===== src/design/sync_serial_defs.vh =====
// register offsets, field positions and reset values of the synchronous serial port
`ifndef SYNC_SERIAL_DEFS_VH
`define SYNC_SERIAL_DEFS_VH

`define ADDR_TRANSMIT_CONTROL 8'h00
`define ADDR_RECEIVE_CONTROL 8'h04
`define ADDR_BAUD_CONTROL 8'h08
`define ADDR_BAUD_DIVISOR 8'h0C
`define ADDR_TRANSMIT_HOLDING 8'h10
`define ADDR_RECEIVE_DATA 8'h14
`define ADDR_STATUS 8'h18

`define BIT_CLOCK_SOURCE_MASTER_SELECT 7
`define BIT_SYNC_SELECT 4
`define BIT_SERIAL_PORT_ENABLE 7
`define BIT_SINGLE_RECEIVE_ENABLE 5
`define BIT_CONTINUOUS_RECEIVE_ENABLE 4
`define BIT_CLOCK_POLARITY_SELECT 4

`define BIT_STAT_HOLD_FULL 0
`define BIT_STAT_BUSY 1
`define BIT_STAT_RX_FULL 2
`define BIT_STAT_OVERRUN 3

`define RST_CONTROL 8'h00
`define RST_BAUD_DIVISOR 16'h0003
`define RST_DATA 8'h00

`endif


===== src/design/sync2.v =====
// two flip-flop synchroniser for inputs from outside the clock domain
`timescale 1ns/100ps
module sync2 #(
   parameter W = 1
) (
   input wire clk,
   input wire arst_n,
   input wire [W-1:0] d,
   output wire [W-1:0] q
);
   reg [W-1:0] meta_ff;
   reg [W-1:0] sync_ff;

   always @(posedge clk or negedge arst_n) begin
      if (!arst_n) begin
         meta_ff <= {W{1'b0}};
         sync_ff <= {W{1'b0}};
      end else begin
         meta_ff <= d;
         sync_ff <= meta_ff;
      end
   end

   assign q = sync_ff;
endmodule // sync2


===== src/design/baud_tick_gen.v =====
// half bit period tick generator for the master clock
`timescale 1ns/100ps
module baud_tick_gen #(
   parameter DW = 16
) (
   input wire clk,
   input wire arst_n,
   input wire run,
   input wire [DW-1:0] divisor,
   output wire tick
);
   reg [DW-1:0] count_ff;
   reg [DW-1:0] nxt_count;

   assign tick = run && (count_ff >= divisor);

   always @* begin
      nxt_count = count_ff;
      if (!run || tick) begin
         nxt_count = {DW{1'b0}};
      end else begin
         nxt_count = count_ff + {{(DW-1){1'b0}}, 1'b1};
      end
   end

   always @(posedge clk or negedge arst_n) begin
      if (!arst_n) begin
         count_ff <= {DW{1'b0}};
      end else begin
         count_ff <= nxt_count;
      end
   end
endmodule // baud_tick_gen


===== src/design/sync_serial_master_link.v =====
// synchronous half-duplex serial port with apb register access
//
// Function
// (RULE_01) one shared data line plus one clock line
// (RULE_02) half-duplex: never transmit and receive together
// (RULE_03) master makes bit clock from baud divider
// (RULE_04) slave shifts only on received master clock
// (RULE_05) port selectable as master or slave
// (RULE_06) data bits only, no start or stop
// (RULE_07) sync select bit enables synchronous operation
// (RULE_08) clock source bit makes port master
// (RULE_09) both receive enables low means transmit
// (RULE_10) serial port enable bit enables port
// (RULE_11) master drives bit clock on clock pin
// (RULE_12) clock pin driver enabled automatically as master
// (RULE_13) data changes on leading clock edge
// (RULE_14) exactly one clock cycle per data bit
// (RULE_15) polarity set: idle high, change on fall
// (RULE_16) polarity clear: idle low, change on rise
// (RULE_17) master transmit data leaves on data pin
// (RULE_18) software starts transmit by writing holding register
// (RULE_19) new character waits while shift register busy
// (RULE_20) shifting starts right after holding to shift
// (RULE_21) clock idles at selected level between characters
// (RULE_22) bit clock from divider, runs only shifting
`timescale 1ns/100ps
`include "sync_serial_defs.vh"
module sync_serial_master_link #(
   parameter DATA_BITS = 8,
   parameter DIV_W = 16
) (
   input wire CLOCK,
   input wire ARST_N,
   input wire PSEL,
   input wire PENABLE,
   input wire PWRITE,
   input wire [7:0] PADDR,
   input wire [31:0] PWDATA,
   output wire [31:0] PRDATA,
   output wire PREADY,
   output wire PSLVERR,
   input wire TRANSMIT_CLOCK_PIN_I,
   output wire TRANSMIT_CLOCK_PIN_O,
   output wire TRANSMIT_CLOCK_PIN_OE,
   input wire RECEIVE_DATA_PIN_I,
   output wire RECEIVE_DATA_PIN_O,
   output wire RECEIVE_DATA_PIN_OE
);
   ////////////////////////////////////////////////////////////////////////////////
   // address decode
   function is_mapped;
      input [7:0] a;
      begin
         is_mapped = (a == `ADDR_TRANSMIT_CONTROL) || (a == `ADDR_RECEIVE_CONTROL) ||
                     (a == `ADDR_BAUD_CONTROL) || (a == `ADDR_BAUD_DIVISOR) ||
                     (a == `ADDR_TRANSMIT_HOLDING) || (a == `ADDR_RECEIVE_DATA) ||
                     (a == `ADDR_STATUS);
      end
   endfunction

   localparam ST_IDLE = 1'b0;
   localparam ST_SHIFT = 1'b1;
   localparam [3:0] LAST_BIT = DATA_BITS[3:0] - 4'h1;

   reg [7:0] txc_ff;
   reg [7:0] rxc_ff;
   reg [7:0] bdc_ff;
   reg [DIV_W-1:0] div_ff;
   reg [DATA_BITS-1:0] hold_ff;
   reg hold_full_ff;
   reg [DATA_BITS-1:0] shift_ff;
   reg state_ff;
   reg is_rx_ff;
   reg [3:0] bit_cnt_ff;
   reg phase_ff;
   reg ck_ff;
   reg dt_ff;
   reg [DATA_BITS-1:0] rx_data_ff;
   reg rx_full_ff;
   reg ovr_ff;
   reg ck_prev_ff;
   reg [31:0] prdata_ff;
   reg pslverr_ff;

   reg nxt_state;
   reg nxt_is_rx;
   reg [DATA_BITS-1:0] nxt_shift;
   reg [3:0] nxt_bit_cnt;
   reg nxt_phase;
   reg nxt_ck;
   reg nxt_dt;
   reg nxt_hold_full;
   reg [DATA_BITS-1:0] nxt_rx_data;
   reg nxt_rx_full;
   reg nxt_ovr;
   reg nxt_single_receive_enable_clr;
   reg [31:0] nxt_prdata;

   wire [1:0] pin_sync;
   wire ck_in;
   wire dt_in;
   wire tick;
   wire enabled;
   wire master;
   wire rx_mode;
   wire pol;
   wire wr_en;
   wire rd_access;
   wire start;
   wire m_lead;
   wire m_trail;
   wire s_lead;
   wire s_trail;
   wire lead;
   wire trail;
   wire last_bit;

   ////////////////////////////////////////////////////////////////////////////////
   // pin synchronisers and divider
   sync2 #(
      .W(2)
   ) u_pin_sync (
      .clk(CLOCK),
      .arst_n(ARST_N),
      .d({TRANSMIT_CLOCK_PIN_I, RECEIVE_DATA_PIN_I}),
      .q(pin_sync)
   );

   assign ck_in = pin_sync[1];
   assign dt_in = pin_sync[0];

   baud_tick_gen #(
      .DW(DIV_W)
   ) u_baud (
      .clk(CLOCK),
      .arst_n(ARST_N),
      .run(master && (state_ff == ST_SHIFT)), // RULE_22
      .divisor(div_ff), // RULE_03
      .tick(tick)
   );

   ////////////////////////////////////////////////////////////////////////////////
   // mode decode
   assign enabled = rxc_ff[`BIT_SERIAL_PORT_ENABLE] && txc_ff[`BIT_SYNC_SELECT]; // RULE_10
   assign master = txc_ff[`BIT_CLOCK_SOURCE_MASTER_SELECT]; // RULE_08
   assign rx_mode = rxc_ff[`BIT_SINGLE_RECEIVE_ENABLE] ||
                    rxc_ff[`BIT_CONTINUOUS_RECEIVE_ENABLE]; // RULE_09
   assign pol = bdc_ff[`BIT_CLOCK_POLARITY_SELECT];

   assign wr_en = PSEL && PENABLE && PWRITE;
   assign rd_access = PSEL && PENABLE && !PWRITE;

   // RULE_19 RULE_20
   assign start = enabled && (state_ff == ST_IDLE) && (rx_mode || hold_full_ff);

   // RULE_13 RULE_14
   assign m_lead = master && (state_ff == ST_SHIFT) && tick && !phase_ff;
   assign m_trail = master && (state_ff == ST_SHIFT) && tick && phase_ff;
   // RULE_04
   assign s_lead = !master && (state_ff == ST_SHIFT) && (ck_in != ck_prev_ff) && (ck_in != pol);
   assign s_trail = !master && (state_ff == ST_SHIFT) && (ck_in != ck_prev_ff) && (ck_in == pol);
   // RULE_15 RULE_16
   assign lead = m_lead || s_lead;
   assign trail = m_trail || s_trail;
   assign last_bit = trail && (bit_cnt_ff == LAST_BIT); // RULE_14

   ////////////////////////////////////////////////////////////////////////////////
   // shift engine
   always @* begin
      nxt_state = state_ff;
      nxt_is_rx = is_rx_ff;
      nxt_shift = shift_ff;
      nxt_bit_cnt = bit_cnt_ff;
      nxt_phase = phase_ff;
      nxt_ck = ck_ff;
      nxt_dt = dt_ff;
      nxt_hold_full = hold_full_ff;
      nxt_rx_data = rx_data_ff;
      nxt_rx_full = rx_full_ff;
      nxt_ovr = ovr_ff;
      nxt_single_receive_enable_clr = 1'b0;
      if (rd_access && (PADDR == `ADDR_RECEIVE_DATA)) begin
         nxt_rx_full = 1'b0;
         nxt_ovr = 1'b0;
      end
      if (!enabled) begin
         nxt_state = ST_IDLE;
         nxt_bit_cnt = 4'h0;
         nxt_phase = 1'b0;
         nxt_ck = pol;
      end else begin
         case (state_ff)
            ST_IDLE: begin
               nxt_ck = pol; // RULE_21
               nxt_phase = 1'b0;
               nxt_bit_cnt = 4'h0;
               nxt_is_rx = rx_mode; // RULE_02
               if (start) begin
                  nxt_state = ST_SHIFT;
                  if (rx_mode) begin
                     nxt_shift = {DATA_BITS{1'b0}};
                  end else begin
                     nxt_shift = hold_ff; // RULE_20
                     nxt_hold_full = 1'b0;
                  end
               end
            end
            ST_SHIFT: begin
               if (m_lead) begin
                  nxt_ck = ~pol;
                  nxt_phase = 1'b1;
               end
               if (m_trail) begin
                  nxt_ck = pol;
                  nxt_phase = 1'b0;
               end
               if (lead && !is_rx_ff) begin
                  nxt_dt = shift_ff[0]; // RULE_13 RULE_06
                  nxt_shift = {1'b0, shift_ff[DATA_BITS-1:1]};
               end
               if (trail) begin
                  nxt_bit_cnt = bit_cnt_ff + 4'h1;
                  if (is_rx_ff) begin
                     nxt_shift = {dt_in, shift_ff[DATA_BITS-1:1]};
                  end
               end
               if (last_bit) begin
                  nxt_state = ST_IDLE;
                  nxt_bit_cnt = 4'h0;
                  if (is_rx_ff) begin
                     nxt_rx_data = {dt_in, shift_ff[DATA_BITS-1:1]};
                     nxt_rx_full = 1'b1;
                     nxt_single_receive_enable_clr = 1'b1;
                     if (rx_full_ff) begin
                        nxt_ovr = 1'b1;
                     end
                  end
               end
               if (is_rx_ff != rx_mode) begin
                  nxt_state = ST_IDLE; // RULE_02
                  nxt_bit_cnt = 4'h0;
                  nxt_ck = pol; // RULE_21
                  nxt_phase = 1'b0;
               end
            end
            default: begin
               nxt_state = ST_IDLE;
            end
         endcase
      end
      if (wr_en && (PADDR == `ADDR_TRANSMIT_HOLDING)) begin
         nxt_hold_full = 1'b1; // RULE_18
      end
   end

   always @(posedge CLOCK or negedge ARST_N) begin
      if (!ARST_N) begin
         state_ff <= ST_IDLE;
         is_rx_ff <= 1'b0;
         shift_ff <= {DATA_BITS{1'b0}};
         bit_cnt_ff <= 4'h0;
         phase_ff <= 1'b0;
         ck_ff <= 1'b0;
         dt_ff <= 1'b0;
         hold_full_ff <= 1'b0;
         rx_data_ff <= {DATA_BITS{1'b0}};
         rx_full_ff <= 1'b0;
         ovr_ff <= 1'b0;
         ck_prev_ff <= 1'b0;
      end else begin
         state_ff <= nxt_state;
         is_rx_ff <= nxt_is_rx;
         shift_ff <= nxt_shift;
         bit_cnt_ff <= nxt_bit_cnt;
         phase_ff <= nxt_phase;
         ck_ff <= nxt_ck;
         dt_ff <= nxt_dt;
         hold_full_ff <= nxt_hold_full;
         rx_data_ff <= nxt_rx_data;
         rx_full_ff <= nxt_rx_full;
         ovr_ff <= nxt_ovr;
         ck_prev_ff <= ck_in;
      end
   end

   ////////////////////////////////////////////////////////////////////////////////
   // control registers
   always @(posedge CLOCK or negedge ARST_N) begin
      if (!ARST_N) begin
         txc_ff <= `RST_CONTROL;
         rxc_ff <= `RST_CONTROL;
         bdc_ff <= `RST_CONTROL;
         div_ff <= `RST_BAUD_DIVISOR;
         hold_ff <= `RST_DATA;
      end else begin
         if (wr_en && (PADDR == `ADDR_TRANSMIT_CONTROL)) begin
            txc_ff <= PWDATA[7:0] & 8'h90; // RULE_05 RULE_07
         end
         if (wr_en && (PADDR == `ADDR_RECEIVE_CONTROL)) begin
            rxc_ff <= PWDATA[7:0] & 8'hB0;
         end else if (nxt_single_receive_enable_clr) begin
            rxc_ff[`BIT_SINGLE_RECEIVE_ENABLE] <= 1'b0;
         end
         if (wr_en && (PADDR == `ADDR_BAUD_CONTROL)) begin
            bdc_ff <= PWDATA[7:0] & 8'h10;
         end
         if (wr_en && (PADDR == `ADDR_BAUD_DIVISOR)) begin
            div_ff <= PWDATA[DIV_W-1:0];
         end
         if (wr_en && (PADDR == `ADDR_TRANSMIT_HOLDING)) begin
            hold_ff <= PWDATA[DATA_BITS-1:0]; // RULE_18
         end
      end
   end

   ////////////////////////////////////////////////////////////////////////////////
   // apb read path, data taken in setup phase
   always @* begin
      nxt_prdata = 32'h0000_0000;
      case (PADDR)
         `ADDR_TRANSMIT_CONTROL: nxt_prdata[7:0] = txc_ff;
         `ADDR_RECEIVE_CONTROL: nxt_prdata[7:0] = rxc_ff;
         `ADDR_BAUD_CONTROL: nxt_prdata[7:0] = bdc_ff;
         `ADDR_BAUD_DIVISOR: nxt_prdata[DIV_W-1:0] = div_ff;
         `ADDR_TRANSMIT_HOLDING: nxt_prdata[DATA_BITS-1:0] = hold_ff;
         `ADDR_RECEIVE_DATA: nxt_prdata[DATA_BITS-1:0] = rx_data_ff;
         `ADDR_STATUS: begin
            nxt_prdata[`BIT_STAT_HOLD_FULL] = hold_full_ff;
            nxt_prdata[`BIT_STAT_BUSY] = (state_ff == ST_SHIFT);
            nxt_prdata[`BIT_STAT_RX_FULL] = rx_full_ff;
            nxt_prdata[`BIT_STAT_OVERRUN] = ovr_ff;
         end
         default: nxt_prdata = 32'h0000_0000;
      endcase
   end

   always @(posedge CLOCK or negedge ARST_N) begin
      if (!ARST_N) begin
         prdata_ff <= 32'h0000_0000;
         pslverr_ff <= 1'b0;
      end else if (PSEL && !PENABLE) begin
         prdata_ff <= nxt_prdata;
         pslverr_ff <= !is_mapped(PADDR);
      end
   end

   assign PRDATA = prdata_ff;
   assign PSLVERR = pslverr_ff && PSEL && PENABLE;
   assign PREADY = 1'b1;

   ////////////////////////////////////////////////////////////////////////////////
   // pin drivers
   assign TRANSMIT_CLOCK_PIN_O = ck_ff; // RULE_11 RULE_21
   assign TRANSMIT_CLOCK_PIN_OE = enabled && master; // RULE_12 RULE_01
   assign RECEIVE_DATA_PIN_O = dt_ff; // RULE_17
   assign RECEIVE_DATA_PIN_OE = enabled && !rx_mode && !is_rx_ff; // RULE_02 RULE_17
endmodule // sync_serial_master_link


===== config.mk =====
export PLATFORM = sky130hd
export DESIGN_NAME = sync_serial_master_link
export DESIGN_NICKNAME = d
export VERILOG_FILES = /design/src/design/sync2.v /design/src/design/baud_tick_gen.v /design/src/design/sync_serial_master_link.v
export VERILOG_INCLUDE_DIRS = /design/src /design/src/design
export SDC_FILE = /design/constraint.sdc
export NUM_CORES = 1
export LEC_CHECK = 0
export BUFFER_PORTS_ARGS = -buffer_cell sky130_fd_sc_hd__buf_2
export CAP_MARGIN = 10
export CORE_UTILIZATION = 56
export DETAILED_ROUTE_END_ITERATION = 16
export PLACE_DENSITY = 0.8
export SLEW_MARGIN = 40
export SYNTH_ARGS = -nofsm -noshare
export SYNTH_HDL_FRONTEND = slang
export SYNTH_HIERARCHICAL = 1
export SYNTH_SLANG_ARGS = --single-unit

===== constraint.sdc =====
create_clock -name CLOCK -period 4 [get_ports CLOCK]
set_clock_uncertainty 0.05 [all_clocks]
set_input_delay 0.8 -clock CLOCK [delete_from_list [all_inputs] [get_ports CLOCK]]
set_output_delay 0.8 -clock CLOCK [all_outputs]
set_load 0.05 [all_outputs]

==> flow_summary.ini <==
[logic_synthesis]
ys_seq_area_share_pct = 47.9
ys_ff_latch = 96
syn_area_um2 = 5020
yosysTopAreaCell = dfrtp_1
ys.flop_type = dfrtp_1
yosysUniqueCellTypes = 59
postSynthCellCount = 453
synth_edf_count = 0
synth-async-reset-ratio_pct = 100
yosys_warnings = 6
synth.area.top_cells = dfrtp_1 47%, mux2_2 8.8%, ha_1 4.5%
synth_top_area_share_pct = 46.9
avgSynthCellArea_um2 = 11.1

[floorplanning]
die-height_um = 96.6
initial_utilization_pct = 57.8
core_um2 = 8680
die_area_um2 = 9340
num_rows = 34
io_pins = 85
die_w_um = 96.6

[worst_setup_path]
crit_path_max_fanout = 7
worstSetupPathType = reg -> reg
crit_path_end_kind = flop
cp.arrival_ns = 3.46
critPathLaunchType = flop
crit_required_ns = 4.26

[placement]
io_buffers = 51
dpl.hpwl_um = 7440
routabilityCongestion = 0.819
dpl_cell_area_um2 = 5270

[routing]
firstDrtPassIters = 5
routed_wirelength_um = 10200
ant_nets = 0
num_vias = 3485
wl_per_cell_um = 16.5
drtIter0Drc = 183
vias_per_cell = 5.67
drc = 0

[pwr]
ir_worst_vdd_v = 0.000136
power_frac_clock_pct = 35.6
seqPwrFrac_pct = 57.1
switching_share_pct = 26.1
leakage_nw = 2.61
p_switching_w = 0.000451
combPwrFrac_pct = 7.2
p_int_w = 0.00127
power-per-cell-area_nw_per_um2 = 316

[cells_and_area]
fin_nets = 567
n_antenna_cell = 0
synthToLayoutAreaGrowth_pct = 8.88
drive_gt1_share_pct = 27.2
fin_area_um2 = 5460

[grt]
grt_most_used_layer = met2
grt_max_degree = 84
antenna_found_initial = 0
grt_pass1_vias = 3580
use_met3_pct = 2.89
grt-ovfl-total = 0
grt_first_pass_wirelength_um = 17300
grt_use_total_pct = 22.8
use_met2_pct = 37.1
use_met1_pct = 31.1

[sta]
tightestPinTransition_ns = 0.668
rsz0062_at_grt = false
final_hold_viol_count = 0
timing.final.crit_share_pct = 80.1
finalSetupTns_ns = 0
whs_ns = 0.309
setup_viol = 0
min_period_ns = 3.20
slew_viol_final = 0
fmax_ghz = 0.312
slew_headroom_pct = 55.2

[clock_network]
postCtsHoldBufs = 0
cts_resized = 0
path_clk_slew_ns = 0.10
cts_buffers = 9
clk_path_buf_depth = 2
clk_latency_ns = 0.36
ctsRootBufferMaster = clkbuf_8
post_cts_buffers = 0
clock_sinks = 96
cts_htree_levels = 3
cts_tree = built

[run]
cap_violations = 0

[min_path]
hold_class = reg -> reg

[status]
status = completed
[synthesized netlist by cell type (all sizes together) (5+ instances only)]
cell type,count
dfrtp,94
nor2,41
mux2,39
nand2,29
inv,26
buf,24
ha,18
a21oi,15
xor2,13
a22o,12
mux2i,12
o21ai,12
nand3,11
nand4,11
and2,9
a221o,7
clkbuf,7
nor3,7
nand2b,6
nor2b,6
and3,5
[metrics by stage]
step	utilization (%)	cells	power (W)	setup WS (ns)
floorplan	-	468	0.00110	1.14
global placement	60.7	599	0.00113	0.906
detailed placement	60.7	599	0.00113	0.886
CTS	62.9	615	0.00173	0.817
global route	62.9	615	0.00178	0.582
finish	62.9	615	0.00173	0.795
[registers in the layout, indices dropped and copies added (netlist names), 2 cells and up]
| name | cells |
|---|---|
| PRDATA | 16 |
| div_ff | 16 |
| u_baud/count_ff | 16 |
| hold_ff | 8 |
| rx_data_ff | 8 |
| shift_ff | 8 |
| bit_cnt_ff | 4 |
| rxc_ff | 3 |
| txc_ff | 2 |
| u_pin_sync/meta_ff | 2 |
| u_pin_sync/q | 2 |
[cells by family after synthesis]
| logic type | after synthesis | synth area share (%) |
|---|---|---|
| compound gates | 69 | 9.95 |
| xor+xnor | 16 | 2.79 |
| fa+ha+maj | 18 | 4.49 |
| buf+inv | 57 | 6.39 |
| flops | 96 | 47.9 |
| mux | 53 | 12.0 |
| other cells | 2 | 0.150 |
| simple gates | 142 | 16.2 |
[path summary, 6_finish.rpt]
check                                      start                    to  slack, ns  cells past startpoint
setup / recovery             u_baud/count_ff[13]           shift_ff[4]       0.80                      9
hold / removal             u_pin_sync/meta_ff[0]       u_pin_sync/q[0]       0.31                      0
setup reg to reg             u_baud/count_ff[13]           shift_ff[4]       0.80                      9
hold reg to reg            u_pin_sync/meta_ff[0]       u_pin_sync/q[0]       0.31                      0
max in group asynchronous                 ARST_N  TRANSMIT_CLOCK_PIN_O       2.91                      2
min in group asynchronous                 ARST_N         bit_cnt_ff[0]       0.41                      1
[layout make-up]
cell class,count,area (µm²)
Clock inverter,5,38.8
Sequential cell,96,2400
Timing Repair Buffer,54,287
Inverter,26,97.6
Fill cell,709,3220
Clock buffer,11,151
Tap cell,108,135
Multi-Input combinational cell,315,2350
[layout by cell type, fill, tap and decap left out, types with 2 or more instances in the layout]
cell type	count
nor2_1	29
a211oi_1	3
nand3_1	11
mux4_2	2
clkbuf_8	12
nor3_1	6
o2bb2ai_1	4
mux2i_1	12
a31oi_1	4
a22o_1	12
inv_6	2
buf_2	50
and4_1	4
dfrtp_1	94
mux2_2	39
o21ai_0	11
conb_1	17
inv_1	26
and3_1	5
dfstp_2	2
nor2_2	10
xor2_1	13
a31o_2	2
a21o_1	3
nand2_1	28
nand3b_1	2
ha_1	18
and2_1	9
xnor2_1	3
nor2b_1	6
buf_4	3
nor2_4	2
a221o_1	7
nand4_1	9
a21oi_1	14
nor4_1	2
nand2b_1	6
or3b_2	2
[power groups by stage]
stage | registers (W) | clock network, W | logic (W)
after floorplan | 0.00100 | 0 | 0.0000920
after global placement | 0.00100 | 0 | 0.000122
after detailed placement | 0.00100 | 0 | 0.000125
after CTS | 0.000986 | 0.000619 | 0.000125
after global routing | 0.000987 | 0.000659 | 0.000136
final | 0.000986 | 0.000615 | 0.000125
[worst max-delay path, stage by stage, from the launching register on]
cell and delay [ns]:
dfrtp_1 0.43, ha_1 0.32, nand4_1 0.18, nor3_1 0.28, nor4_2 0.11, a31oi_1 0.40, a21oi_1 0.14, or3b_2 0.51
a21oi_1 0.48, a221o_1 0.24
[layer usage]
layer	vias to the layer above	part of all wire, %
met3	15	3.9
li1	1677	-
met5	-	0
met4	0	1.8
met1	1693	46
met2	100	48
Note: power is estimated with default switching activity, not from simulation.
